[config.mk]
export PLATFORM = sky130hd
export DESIGN_NAME = gpc_port_top
export DESIGN_NICKNAME = d
export VERILOG_FILES = /design/src/rtl/gpc_pkg.sv /design/src/rtl/gpc_port_bank.sv /design/src/rtl/gpc_port_top.sv
export VERILOG_INCLUDE_DIRS = /design/src /design/src/rtl
export SDC_FILE = /design/constraint.sdc
export NUM_CORES = 1
export LEC_CHECK = 0
export BUFFER_PORTS_ARGS = -buffer_cell sky130_fd_sc_hd__buf_4
export CAP_MARGIN = 20
export CORE_ASPECT_RATIO = 1.5
export CORE_MARGIN = 3
export CORE_UTILIZATION = 50
export DETAILED_ROUTE_END_ITERATION = 7
export PLACE_DENSITY = 0.73
export SLEW_MARGIN = 15
export SYNTH_ARGS = -nofsm -noshare
export SYNTH_HDL_FRONTEND = slang
export SYNTH_SLANG_ARGS = --single-unit
[constraint.sdc]
create_clock -name clk_i -period 10.36 [get_ports clk_i]
set_clock_uncertainty 0.1 [all_clocks]
set_input_delay 2.072 -clock clk_i [delete_from_list [all_inputs] [get_ports clk_i]]
set_output_delay 2.072 -clock clk_i [all_outputs]
set_load 0.03 [all_outputs]
[src/rtl/gpc_params.svh]
`ifndef GPC_PARAMS_SVH
`define GPC_PARAMS_SVH

// ----------------------------------------------------------------
// geometry
// ----------------------------------------------------------------
`define GPC_PORT_W      8
`define GPC_PORTS       4

// ----------------------------------------------------------------
// data-space offsets
// ----------------------------------------------------------------
`define GPC_PORT_BASE   8'h20
`define GPC_PORT_STRIDE 8'h03
`define GPC_OFS_INPUT   8'h00
`define GPC_OFS_DIR     8'h01
`define GPC_OFS_OUTPUT  8'h02
`define GPC_ADR_FLAGS   8'h3b
`define GPC_ADR_MCUCTL  8'h55
`define GPC_ADR_GRPEN   8'h68
`define GPC_ADR_MASK0   8'h6b
`define GPC_ADR_MASK1   8'h6c
`define GPC_ADR_MASK2   8'h6d
`define GPC_ADR_MASK3   8'h73

// ----------------------------------------------------------------
// fields and reset values
// ----------------------------------------------------------------
`define GPC_PUD_BIT     4
`define GPC_RST_BYTE    8'h00
`define GPC_RST_GRP     4'h0

`endif

[src/rtl/gpc_pkg.sv]
`include "gpc_params.svh"

package gpc_pkg;

    // ----------------------------------------------------------------
    // types
    // ----------------------------------------------------------------
    typedef logic [`GPC_PORT_W-1:0] gpc_byte_type;
    typedef logic [`GPC_PORTS-1:0]  gpc_grp_type;

    typedef struct packed {
        gpc_byte_type dir;
        gpc_byte_type out;
        gpc_byte_type meta;
        gpc_byte_type pin;
        gpc_byte_type prev;
        gpc_byte_type change;
        gpc_byte_type pad_out;
        gpc_byte_type pad_oe;
        gpc_byte_type pad_pullup;
    } gpc_bank_state_type;

    typedef struct packed {
        gpc_byte_type [`GPC_PORTS-1:0] mask;
        gpc_grp_type                   grp_en;
        gpc_grp_type                   flag;
        gpc_grp_type                   irq_req;
        logic                          global_pullup_disable;
        gpc_byte_type                  rd_data;
    } gpc_top_state_type;

endpackage : gpc_pkg

[src/rtl/gpc_port_bank.sv]
`timescale 1ns/1ps
`include "gpc_params.svh"

module gpc_port_bank
    import gpc_pkg::*;
#(
    parameter int WIDTH = `GPC_PORT_W
) (
    // clock and reset
    input  wire logic             clk_i,
    input  wire logic             sys_rst_i,
    // register writes
    input  wire logic             dir_wr_i,
    input  wire logic             out_wr_i,
    input  wire logic             toggle_wr_i,
    input  wire logic [WIDTH-1:0] wdata_i,
    input  wire logic             pud_i,
    // alternate function overrides
    input  wire logic [WIDTH-1:0] alt_dir_en_i,
    input  wire logic [WIDTH-1:0] alt_dir_val_i,
    input  wire logic [WIDTH-1:0] alt_val_en_i,
    input  wire logic [WIDTH-1:0] alt_val_i,
    // pads
    input  wire logic [WIDTH-1:0] pad_in_i,
    output logic      [WIDTH-1:0] dir_o,
    output logic      [WIDTH-1:0] out_o,
    output logic      [WIDTH-1:0] pin_o,
    output logic      [WIDTH-1:0] change_o,
    output logic      [WIDTH-1:0] pad_out_o,
    output logic      [WIDTH-1:0] pad_oe_o,
    output logic      [WIDTH-1:0] pad_pullup_o
);

    // state is laid out for one byte-wide port only
    if (WIDTH != `GPC_PORT_W) begin : g_width_check
        $error("gpc_port_bank: WIDTH must equal the port width");
    end

    gpc_bank_state_type st;
    gpc_bank_state_type next_st;
    logic [WIDTH-1:0]   oe;

    always_comb begin
        next_st = st;
        oe      = '0;
        if (dir_wr_i) begin
            next_st.dir = wdata_i;
        end
        if (out_wr_i) begin
            next_st.out = wdata_i;
        end else if (toggle_wr_i) begin
            next_st.out = st.out ^ wdata_i;
        end
        // first stage feeds only the second; pin is read regardless of direction
        next_st.meta   = pad_in_i;
        next_st.pin    = st.meta;
        next_st.prev   = st.pin;
        next_st.change = st.pin ^ st.prev;
        // overrides act per pin, so the other pins keep plain behaviour
        for (int i = 0; i < WIDTH; i++) begin
            oe[i] = alt_dir_en_i[i] ? alt_dir_val_i[i] : next_st.dir[i];
            next_st.pad_oe[i]  = oe[i];
            next_st.pad_out[i] = alt_val_en_i[i] ? alt_val_i[i] : next_st.out[i];
            next_st.pad_pullup[i] = ~oe[i] & next_st.out[i] & ~pud_i;
        end
    end

    always_ff @(posedge clk_i) begin
        if (sys_rst_i) begin
            st <= '0;
        end else begin
            st <= next_st;
        end
    end

    assign dir_o        = st.dir;
    assign out_o        = st.out;
    assign pin_o        = st.pin;
    assign change_o     = st.change;
    assign pad_out_o    = st.pad_out;
    assign pad_oe_o     = st.pad_oe;
    assign pad_pullup_o = st.pad_pullup;

endmodule : gpc_port_bank

[src/rtl/gpc_port_top.sv]
`timescale 1ns/1ps
`include "gpc_params.svh"


module gpc_port_top
    import gpc_pkg::*;
#(
    parameter int PORTS  = `GPC_PORTS,
    parameter int PORT_W = `GPC_PORT_W
) (
    // clock and reset
    input  wire logic                    clk_i,
    input  wire logic                    sys_rst_i,
    // data-space access
    input  wire logic [7:0]              addr_i,
    input  wire logic                    wr_en_i,
    input  wire logic [7:0]              wdata_i,
    input  wire logic                    rd_en_i,
    output logic      [7:0]              rd_data_o,
    // single-bit set and clear
    input  wire logic                    bit_set_i,
    input  wire logic                    bit_clr_i,
    input  wire logic [2:0]              bit_idx_i,
    // interrupt handshake with the core
    input  wire logic                    global_int_enable_i,
    input  wire logic [PORTS-1:0]        irq_ack_i,
    output logic      [PORTS-1:0]        irq_req_o,
    // alternate function overrides
    input  wire logic [PORTS*PORT_W-1:0] alt_dir_en_i,
    input  wire logic [PORTS*PORT_W-1:0] alt_dir_val_i,
    input  wire logic [PORTS*PORT_W-1:0] alt_val_en_i,
    input  wire logic [PORTS*PORT_W-1:0] alt_val_i,
    // pads
    input  wire logic [PORTS*PORT_W-1:0] pad_in_i,
    output logic      [PORTS*PORT_W-1:0] pad_out_o,
    output logic      [PORTS*PORT_W-1:0] pad_oe_o,
    output logic      [PORTS*PORT_W-1:0] pad_pullup_o
);

    // ----------------------------------------------------------------
    // elaboration checks
    // ----------------------------------------------------------------
    if (PORTS != `GPC_PORTS || PORT_W != `GPC_PORT_W) begin : g_size_check
        $error("gpc_port_top: only four byte-wide ports are mapped");
    end

    // ----------------------------------------------------------------
    // address helpers
    // ----------------------------------------------------------------
    function automatic logic [7:0] port_adr(input int p, input logic [7:0] ofs);
        port_adr = `GPC_PORT_BASE + 8'(p * `GPC_PORT_STRIDE) + ofs;
    endfunction : port_adr

    function automatic logic [7:0] mask_adr(input int g);
        case (g)
            0:       mask_adr = `GPC_ADR_MASK0;
            1:       mask_adr = `GPC_ADR_MASK1;
            2:       mask_adr = `GPC_ADR_MASK2;
            default: mask_adr = `GPC_ADR_MASK3;
        endcase
    endfunction : mask_adr

    // ----------------------------------------------------------------
    // declarations
    // ----------------------------------------------------------------
    gpc_top_state_type         st;
    gpc_top_state_type         next_st;
    logic                      wr;
    logic [7:0]                cur;
    logic [7:0]                wd;
    logic [7:0]                one_hot;
    logic [PORTS-1:0]          dir_wr;
    logic [PORTS-1:0]          out_wr;
    logic [PORTS-1:0]          tog_wr;
    logic [PORTS-1:0]          evt;
    logic [PORTS-1:0]          clr;
    logic [PORTS*PORT_W-1:0]   dir_v;
    logic [PORTS*PORT_W-1:0]   out_v;
    logic [PORTS*PORT_W-1:0]   pin_v;
    logic [PORTS*PORT_W-1:0]   chg_v;
    logic [PORTS*PORT_W-1:0]   bank_oe;

    // ----------------------------------------------------------------
    // current value at the addressed location
    // ----------------------------------------------------------------
    always_comb begin
        cur = `GPC_RST_BYTE;
        for (int p = 0; p < PORTS; p++) begin
            if (addr_i == port_adr(p, `GPC_OFS_INPUT)) begin
                cur = pin_v[p*PORT_W +: PORT_W];
            end
            if (addr_i == port_adr(p, `GPC_OFS_DIR)) begin
                cur = dir_v[p*PORT_W +: PORT_W];
            end
            if (addr_i == port_adr(p, `GPC_OFS_OUTPUT)) begin
                cur = out_v[p*PORT_W +: PORT_W];
            end
            if (addr_i == mask_adr(p)) begin
                cur = st.mask[p];
            end
        end
        if (addr_i == `GPC_ADR_FLAGS) begin
            cur = {4'h0, st.flag};
        end
        if (addr_i == `GPC_ADR_GRPEN) begin
            cur = {4'h0, st.grp_en};
        end
        if (addr_i == `GPC_ADR_MCUCTL) begin
            cur = 8'h00;
            cur[`GPC_PUD_BIT] = st.global_pullup_disable;
        end
    end

    // ----------------------------------------------------------------
    // write data, single-bit operations folded in
    // ----------------------------------------------------------------
    // input and flag locations act on ones only, so a bit set there
    // writes the lone bit and a bit clear writes nothing
    always_comb begin
        one_hot = 8'h01 << bit_idx_i;
        wr      = wr_en_i | bit_set_i | bit_clr_i;
        wd      = wdata_i;
        if (bit_set_i) begin
            wd = cur | one_hot;
        end else if (bit_clr_i) begin
            wd = cur & ~one_hot;
        end
        for (int p = 0; p < PORTS; p++) begin
            if (addr_i == port_adr(p, `GPC_OFS_INPUT) && (bit_set_i || bit_clr_i)) begin
                wd = bit_set_i ? one_hot : 8'h00;
            end
        end
        if (addr_i == `GPC_ADR_FLAGS && (bit_set_i || bit_clr_i)) begin
            wd = bit_set_i ? one_hot : 8'h00;
        end
    end

    // ----------------------------------------------------------------
    // port write strobes
    // ----------------------------------------------------------------
    always_comb begin
        for (int p = 0; p < PORTS; p++) begin
            dir_wr[p] = wr && (addr_i == port_adr(p, `GPC_OFS_DIR));
            out_wr[p] = wr && (addr_i == port_adr(p, `GPC_OFS_OUTPUT));
            tog_wr[p] = wr && (addr_i == port_adr(p, `GPC_OFS_INPUT));
        end
    end

    // ----------------------------------------------------------------
    // port banks
    // ----------------------------------------------------------------
    for (genvar p = 0; p < PORTS; p++) begin : g_bank
        gpc_port_bank #(
            .WIDTH        (PORT_W)
        ) u_bank (
            .clk_i        (clk_i),
            .sys_rst_i    (sys_rst_i),
            .dir_wr_i     (dir_wr[p]),
            .out_wr_i     (out_wr[p]),
            .toggle_wr_i  (tog_wr[p]),
            .wdata_i      (wd),
            // next value, so the pull-ups drop at the edge that sets the disable
            .pud_i        (next_st.global_pullup_disable),
            .alt_dir_en_i (alt_dir_en_i[p*PORT_W +: PORT_W]),
            .alt_dir_val_i(alt_dir_val_i[p*PORT_W +: PORT_W]),
            .alt_val_en_i (alt_val_en_i[p*PORT_W +: PORT_W]),
            .alt_val_i    (alt_val_i[p*PORT_W +: PORT_W]),
            .pad_in_i     (pad_in_i[p*PORT_W +: PORT_W]),
            .dir_o        (dir_v[p*PORT_W +: PORT_W]),
            .out_o        (out_v[p*PORT_W +: PORT_W]),
            .pin_o        (pin_v[p*PORT_W +: PORT_W]),
            .change_o     (chg_v[p*PORT_W +: PORT_W]),
            .pad_out_o    (pad_out_o[p*PORT_W +: PORT_W]),
            .pad_oe_o     (bank_oe[p*PORT_W +: PORT_W]),
            .pad_pullup_o (pad_pullup_o[p*PORT_W +: PORT_W])
        );
    end

    // ----------------------------------------------------------------
    // control registers, flags and requests
    // ----------------------------------------------------------------
    always_comb begin
        next_st = st;
        for (int g = 0; g < PORTS; g++) begin
            // a masked pin counts only while its group is enabled
            evt[g] = st.grp_en[g] & |(chg_v[g*PORT_W +: PORT_W] & st.mask[g]);
            clr[g] = irq_ack_i[g] | (wr && addr_i == `GPC_ADR_FLAGS && wd[g]);
            // a new change in the clearing cycle is kept
            next_st.flag[g] = evt[g] | (st.flag[g] & ~clr[g]);
            if (wr && addr_i == mask_adr(g)) begin
                next_st.mask[g] = wd;
            end
        end
        if (wr && addr_i == `GPC_ADR_GRPEN) begin
            next_st.grp_en = wd[3:0];
        end
        if (wr && addr_i == `GPC_ADR_MCUCTL) begin
            next_st.global_pullup_disable = wd[`GPC_PUD_BIT];
        end
        next_st.irq_req = next_st.flag & next_st.grp_en
                          & {PORTS{global_int_enable_i}};
        if (rd_en_i) begin
            next_st.rd_data = cur;
        end
    end

    always_ff @(posedge clk_i) begin
        if (sys_rst_i) begin
            st.mask    <= '0;
            st.grp_en  <= `GPC_RST_GRP;
            st.flag    <= `GPC_RST_GRP;
            st.irq_req <= `GPC_RST_GRP;
            st.global_pullup_disable     <= 1'b0;
            st.rd_data <= `GPC_RST_BYTE;
        end else begin
            st <= next_st;
        end
    end

    // ----------------------------------------------------------------
    // outputs
    // ----------------------------------------------------------------
    assign rd_data_o = st.rd_data;
    assign irq_req_o = st.irq_req;
    // reset must float the pins without waiting for a clock edge,
    // so the registered enable is gated by the reset level itself
    assign pad_oe_o  = bank_oe & ~{(PORTS*PORT_W){sys_rst_i}};

endmodule : gpc_port_top

==> results.toml, run 1 <==
[sta]
slew_headroom = 0.2593
slew_viol_final = 0
fin_setup_tns_ns = 0
period_minus_slack_ns = 5.883
fmax_ghz = 0.1700
fin_crit_sh = 0.5678
tightest_slew_ns = 1.102
hold_viol_final = 0
grt_setup_unrepaired = "no"
setup_viol = 0

[floorplanning]
dieArea_mm2 = 0.03272
initial_core_util = 0.5130
design.core.area_mm2 = 0.02977
num_rows = 77
die_h_um = 220.0
die_w_um = 148.7
io_pins = 298

[cts]
clk_pin_slew_ns = 0.07
cts-root-buf = "clkbuf_16"
cts_hold_buf = 0
clk_path_buf_depth = 3
cts-resized-gates = 0
clkLatencyLatePin_ns = 0.58
clkSinkCount = 341
cts_tree = "built"
post_cts_buffers = 0
cts_buffers = 31
h-tree-depth = 1

[pwr]
cellLeakagePower_nw = 7.253
p_sw_uw = 702.9
comb_power_share = 0.100
p_int_mw = 2.191
vdd_ir_drop_max_mv = 0.1409
clock_power_share = 0.430
p_per_area_mw_per_mm2 = 158.7
swShare = 0.2429
power_frac_seq = 0.470
power_mw = 2.894

[synth]
synth-edff-count = 0
synthCells = 1717
syn_area_mm2 = 0.01527
syn_nets = 1907
ys_dominant_reg_cell = "dfxtp_1"
yosys_warnings = 0
async_flop_share = 0
ys_seq_elements = 341
syn_area_per_cell_um2 = 8.895
seq_area_frac_synth = 0.4470
synth_cell_types = 101

[detailed_routing]
vias = 13478
drc = 0
antenna_left = 0
post_drt_wl_per_cell_um = 23.71
viasPerCell = 5.840
routed_wl_mm = 54.72
drtIter0Drc = 964
drtPass1Iterations = 5

[global_routing]
antenna_found_initial = 0
grt_pass1_wl_mm = 80.01
overflow = 0
grt_usage = 0.3228
grt_max_degree = 158
grt_pass1_vias = 13323

[final_layout]
syn_to_final_growth_pct = 19.41
fin_cells = 2308
final_common_cell = "dfxtp_1"
layout.nets = 2079
layout_common_cells = "dfxtp_1, buf_4, nor2_1"
drive_above_1_share = 0.2317

[worst_setup_path]
path_class = "in -> reg"
critical_path.max_fanout = 46
cp-end-kind = "register"
start_kind = "input pin"
arrival_ns = 6.28
worstPathRequired_ns = 10.75
crit_start = "addr_i[1]"
reg2reg_from = "g_bank[0].u_bank.out_o[6]"

[min_path]
hp-class = "reg -> reg"
holdCritStartpoint = "g_bank[1].u_bank.next_st[41]"

[placed_design]
placedCellCount = 2251
dp_hpwl_mm = 40.81
portBuffers = 297
gp_congestion = 1.026

[job]
drv_cap = 0

[status]
status = "finished clean"
## synthesized netlist by cell type (19+ instances only)
master	instances	area share
nor2_1	211	0.052
a21oi_1	87	0.029
and2_1	37	0.015
o21ai_0	50	0.016
a211oi_1	27	0.013
nand3_1	35	0.011
clkbuf_1	69	0.017
inv_1	21	0.0052
buf_2	19	0.0062
xnor2_1	41	0.024
dfxtp_1	341	0.45
nor2b_1	147	0.060
a22oi_1	22	0.011
nand2_1	128	0.031
mux2i_1	42	0.028
buf_4	77	0.038
nor3_1	56	0.018
## metrics by stage
| stage | hold WS (ns) | setup WS, ns | area, um2 | util |
|---|---|---|---|---|
| floorplan | 0.3138 | 5.082 | 15270 | - |
| finish | 0.3352 | 4.477 | 18240 | 0.6126 |
| CTS | 0.3394 | 4.526 | 18230 | 0.6125 |
| global route | 0.3558 | 4.347 | 18230 | 0.6125 |
| detailed placement | 0.3220 | 3.909 | 17130 | 0.5753 |
| global placement | 0.3152 | 3.943 | 17130 | 0.5753 |
## final timing paths
| kind | end | cells past startpoint | slack (ns) |
|---|---|---|---|
| max | g_bank[0].u_bank.pad_out_o[5] | 12 | 4.48 |
| min | g_bank[1].u_bank.pin_o[1] | 1 | 0.34 |
| max reg2reg | g_bank[3].u_bank.pad_out_o[6] | 9 | 6.85 |
| min reg2reg | g_bank[1].u_bank.pin_o[1] | 1 | 0.34 |
## state kept, by name (all words and copies together) (netlist names)
signal	flops
rd_data_o	8
g_bank.u_bank.out_o	32
g_bank.u_bank.pad_out_o	32
st	41
irq_req_o	4
g_bank.u_bank.next_st	32
g_bank.u_bank.pad_oe_o	32
g_bank.u_bank.pad_pullup_o	32
g_bank.u_bank.change_o	32
g_bank.u_bank.pin_o	32
g_bank.u_bank.dir_o	32
g_bank.u_bank.st	32
## metal layers
metal  track usage  share of wire  vias to the layer above
met4        0.1673          0.059                        0
met1        0.3780           0.37                     6483
met3       0.04156          0.068                      146
met5             0              0                        -
li1              -              -                     6256
met2        0.5738           0.50                      593
## power by group through the flow
stage	logic [mW]	clock network (mW)	registers, mW
final	0.290	1.25	1.36
after global routing	0.309	1.31	1.36
after CTS	0.288	1.27	1.36
after detailed placement	0.287	0	1.39
after global placement	0.284	0	1.39
after floorplan	0.165	0	1.38
## logic make-up after synthesis
| group | synth area share |
|---|---|
| and+or+nand+nor | 0.2487 |
| muxes | 0.03932 |
| DFF | 0.4470 |
| buffers and inverters | 0.07382 |
| AOI/OAI and AO/OA | 0.1671 |
| xor gates and xnor gates | 0.02409 |
## final cells by class
type	instances	area [um2]
Clock inverter	19	257.7
Fill cell	2632	11530
Tap cell	395	494.2
Sequential cell	341	6827
Inverter	21	78.83
Antenna cell	1	2.502
Timing Repair Buffer	317	2400
Multi-Input combinational cell	1177	7328
Clock buffer	37	848.3
## critical path: stages
cell	delay, ns
buf_4	0.23
buf_4	0.53
nand2b_1	0.34
nor3_2	0.94
nand2_1	0.21
o211ai_1	0.18
a211oi_2	0.14
o31ai_4	0.52
buf_4	0.38
nor2_1	0.08
or3_4	0.43
o31ai_2	0.18
Power figures use the tool's default switching activity.
==> inputs of run 2 (changes only) <==
Settings changed: PLACE_DENSITY 0.73 to 0.76.
Clock period 10.36 ns to 5.4 ns, I/O delays scaled along.
==> run 2 against run 1 <==
  * Largest cell class unchanged
  * Cell area grew 2.4%
  * Utilization increased by 1.5 points
  * Non-clock buffer count grew 65
  * Clock power increased by 81%
  * First-iteration DRC count grew 7.6%
  * Hold slack got worse by 0.019 ns
  * Via count rose by 3.1%
  * Sequential share of layout area is 0.87 points lower
  * Register-to-register slack lost 5.0 ns
  * Clock-buffer cell count is the same
  * Global-route usage rose by 1.6 points
  * Total power rose by 89%
==> results.toml, run 2 (synthesis gave the netlist of run 1 again) <==
[floorplanning]
io_pins = 298
num_rows = 77
die_w_um = 148.7
initial_core_util = 0.5130
design.core.area_mm2 = 0.02977
dieArea_mm2 = 0.03272
die_h_um = 220.0

[pwr]
comb_power_share = 0.109
p_per_area_mw_per_mm2 = 292.4
swShare = 0.2530
p_sw_mw = 1.382
clock_power_share = 0.413
cellLeakagePower_nw = 7.519
power_frac_seq = 0.477
p_int_mw = 4.078
vdd_ir_drop_max_mv = 0.3808

[global_routing]
grt_max_degree = 123
antenna_found_initial = 1
overflow = 0
grt_usage = 0.3392
grt_pass1_vias = 13736
grt_pass1_wl_mm = 83.55

[cts]
cts-root-buf = "clkbuf_16"
cts_hold_buf = 0
h-tree-depth = 1
clk_pin_slew_ns = 0.07
cts-resized-gates = 0
cts_tree = "built"
clkSinkCount = 341
clk_path_buf_depth = 3
cts_buffers = 30
clkLatencyLatePin_ns = 0.59
post_cts_buffers = 0

[sta]
fin_crit_sh = 0.8140
hold_ws_ns = 0.3159
grt_setup_unrepaired = "no"
slew_viol_final = 0
fin_setup_tns_ns = 0
tightest_slew_ns = 1.005
slew_headroom = 0.3303
hold_viol_final = 0
period_minus_slack_ns = 4.396
fmax_ghz = 0.2275
setup_viol = 0

[final_layout]
layout_common_cells = "buf_4, dfxtp_1, nor2_1"
layout.nets = 2143
multiInputGateArea_mm2 = 0.007330
syn_to_final_growth_pct = 22.25
antenna_cells = 0
final_common_cell = "buf_4"
seq_area_mm2 = 0.006827
drive_above_1_share = 0.2549
top_register = "st"
fillers = 2536
largest_reg_flops = 41

[detailed_routing]
routed.top_layer = "met5"
drtIter0Drc = 1037
wl_met3_mm = 3.445
wl_met2_mm = 29.07
post_drt_wl_per_cell_um = 24.30
routed_wl_mm = 57.64
drc = 0
viasPerCell = 5.860
vias = 13901
wl_met1_mm = 21.64
antenna_left = 0
drtPass1Iterations = 6

[job]
drv_cap = 0

[worst_setup_path]
worstPathRequired_ns = 5.80
cp-end-kind = "register"
start_kind = "input pin"
path_class = "in -> reg"
arrival_ns = 4.80
critical_path.max_fanout = 28

[placed_design]
dp_hpwl_mm = 44.05
portBuffers = 297
gp_congestion = 0.9698

[min_path]
hp-class = "reg -> reg"

[status]
status = "finished clean"
==> run 2: critical path, stage by stage <==
cell,delay (ns)
buf_4,0.33
nor2b_1,0.81
nand4_1,0.44
nand3_1,0.43
nand4b_1,0.27
o31a_1,0.49
nor2_2,0.13
buf_12,0.20
a211o_1,0.35
o31ai_1,0.22
==> run 2: power by group through the flow <==
stage | combinational (mW) | clock [mW] | sequential, mW
floorplan | 0.317 | 0 | 2.65
global placement | 0.583 | 0 | 2.66
detailed placement | 0.589 | 0 | 2.66
CTS | 0.592 | 2.28 | 2.61
global route | 0.631 | 2.36 | 2.61
finish | 0.597 | 2.26 | 2.61
==> run 2: per-stage QoR <==
stage,area (um2),util,cells,setup slack (ns),total power [mW]
floorplan,15270,-,1717,1.561,2.968
CTS,18670,0.6272,2372,1.105,5.474
finish,18670,0.6272,2372,1.004,5.460
global placement,17640,0.5926,2316,0.4625,3.244
detailed placement,17640,0.5926,2316,0.5263,3.253
global route,18670,0.6272,2372,0.9280,5.604
==> run 2: final cells by class <==
type                       instances  share of cell area
clock buffer                      37             0.04269
sequential                       341              0.3656
inverter                          21            0.004222
tap                              395             0.02647
timing repair buffer             382              0.1560
multi-input combinational       1177              0.3926
clock inverter                    19             0.01240
==> run 2: metal layers <==
| metal | GRT usage | up-vias |
|---|---|---|
| met5 | 0 | - |
| met4 | 0.1821 | 2 |
| met3 | 0.03600 | 158 |
| met2 | 0.6040 | 661 |
| met1 | 0.3985 | 6703 |
| li1 | - | 6377 |
==> run 2: path summary, 6_finish.rpt <==
check                                    start                                to  slack, ns  cells past startpoint
setup reg to reg     g_bank[0].u_bank.out_o[6]  g_bank[0].u_bank.pad_pullup_o[6]       1.88                     10
hold / removal    g_bank[3].u_bank.next_st[47]         g_bank[3].u_bank.pin_o[7]       0.32                      1
setup / recovery                     addr_i[0]     g_bank[2].u_bank.pad_out_o[7]       1.00                     10
hold reg to reg   g_bank[3].u_bank.next_st[47]         g_bank[3].u_bank.pin_o[7]       0.32                      1
==> inputs of run 3 (changes only) <==
Clock period 5.4 ns to 4 ns, I/O delays scaled along.
==> run 3 against run 2 <==
  * Die area is the same
  * Hold slack lost 0.013 ns
  * First-iteration DRC count decreased by 2.4%
  * Total power grew 37%
  * Sequential power grew 35%
  * Sequential share of layout area fell by 2.2 points
  * Cell count is 5.8% higher
  * Critical path depth up 1
  * Utilization is 4.0 points higher
  * Critical endpoint is now irq_req_o[0]
  * Largest cell class unchanged
  * Largest power group unchanged
  * Highest routed layer is now met4
==> results.toml, run 3 (synthesis gave the netlist of run 1 again) <==
[sta]
fin_crit_sh = 0.9545
hold_ws_ns = 0.3028
period_minus_slack_ns = 3.818
hold_viol_final = 0
worst_slack_ns = 0.1820
tightest_slew_ns = 0.8769
setup_viol = 0
slew_headroom = 0.4142
grt_setup_unrepaired = "no"
slew_viol_final = 0
fmax_ghz = 0.2619

[final_layout]
layout_common_cells = "buf_4, dfxtp_1, nor2_1"
largest_reg_flops = 41
fillers = 2480
antenna_cells = 0
fin_area_mm2 = 0.01986
seq_area_mm2 = 0.006827
final_common_cell = "buf_4"
layout.nets = 2281
top_register = "st"
multiInputGateArea_mm2 = 0.007320
drive_above_1_share = 0.3032
syn_to_final_growth_pct = 30.05

[detailed_routing]
wl_met3_mm = 3.594
drc = 0
vias = 14324
drtPass1Iterations = 6
antenna_left = 0
wl_met2_mm = 29.70
wl_met1_mm = 21.95
post_drt_wl_per_cell_um = 23.42
routed_wl_mm = 58.75
drtIter0Drc = 1012
routed.top_layer = "met4"
viasPerCell = 5.709

[worst_setup_path]
critical_path.max_fanout = 14
arrival_ns = 4.17
worstPathRequired_ns = 4.35
start_kind = "input pin"
cp_slowest_cell = "a2111oi_1"
path_class = "in -> reg"
max_stage_delay_ns = 0.72
cp_cell_sequence = "buf_4 -> or4b_4 -> nor3_2 -> buf_4 -> o2bb2ai_1 -> o21ai_1 -> a21o_2 -> a2111oi_1 -> buf_4 -> o21ai_0 -> nor4bb_1"
cp_common_cell = "buf_4"
cp-end-kind = "register"

[floorplanning]
num_rows = 77
initial_core_util = 0.5130
die_w_um = 148.7
io_pins = 298
design.core.area_mm2 = 0.02977
die_h_um = 220.0
dieArea_mm2 = 0.03272

[cts]
clkLatencyLatePin_ns = 0.59
cts_tree = "built"
clk_path_buf_depth = 3
clk_pin_slew_ns = 0.07
h-tree-depth = 1
post_cts_buffers = 0
cts_buffers = 31
cts-root-buf = "clkbuf_16"
clkSinkCount = 341

[placed_design]
portBuffers = 297
dp_hpwl_mm = 46.07
dp_slack_ns = -0.5760
dpl_cell_area_mm2 = 0.01880
gp_congestion = 1.035

[pwr]
cellLeakagePower_nw = 8.242
vdd_ir_drop_max_mv = 0.3840
power_mw = 7.505
p_per_area_mw_per_mm2 = 377.8

[global_routing]
grt_pass1_wl_mm = 85.57
grt_usage = 0.3468
overflow = 0
grt_pass1_vias = 14263
antenna_found_initial = 0
grt_max_degree = 75

[min_path]
hp-class = "in -> reg"

[job]
drv_cap = 0

[status]
status = "finished clean"
==> run 3: layout make-up <==
cell class,count,area share
multi-input cells,1177,0.3685
flip-flops and latches,341,0.3437
repair buffers,519,0.2054
clock buffers,38,0.04240
well taps,395,0.02488
clock inverters,18,0.01115
inverters,21,0.003969
==> run 3: routing by layer <==
layer	vias up	global-route usage
met5	-	0
met4	0	0.1800
met3	171	0.04444
met2	612	0.6257
met1	6887	0.3981
li1	6654	-
==> run 3: worst max-delay path: cells and delay by family <==
family	cells	cell delay (ns)
AOI/OAI and AO/OA	5	1.43
and+or+nand+nor	3	1.35
buffers and inverters	3	0.59
==> run 3: final timing paths <==
kind	startpoint	endpoint	slack [ns]	cells past startpoint
max	addr_i[6]	irq_req_o[0]	0.18	11
min	alt_val_en_i[5]	g_bank[0].u_bank.pad_out_o[5]	0.30	2
max reg2reg	g_bank[0].u_bank.out_o[6]	g_bank[0].u_bank.pad_pullup_o[6]	0.74	11
min reg2reg	g_bank[1].u_bank.next_st[45]	g_bank[1].u_bank.pin_o[5]	0.34	1
==> run 3: stage by stage <==
| step | TNS, ns | util | std cells |
|---|---|---|---|
| floorplan | 0 | - | 1717 |
| global placement | -11.09 | 0.6314 | 2453 |
| detailed placement | -10.41 | 0.6314 | 2453 |
| CTS | 0 | 0.6671 | 2509 |
| global route | 0 | 0.6672 | 2509 |
| finish | 0 | 0.6672 | 2509 |
==> run 3: power by group <==
| part | internal [mW] | total, mW | leakage [nW] | switching [mW] |
|---|---|---|---|---|
| Sequential | 3.48 | 3.52 | 2.78 | 0.0424 |
| Clock | 1.77 | 3.11 | 0.520 | 1.34 |
| Combinational | 0.390 | 0.876 | 4.94 | 0.485 |
==> run 3: timing repair <==
action,in CTS,in global routing
endpoints found under the setup margin,0,2
hold buffers,0,0
resized for setup,0,1
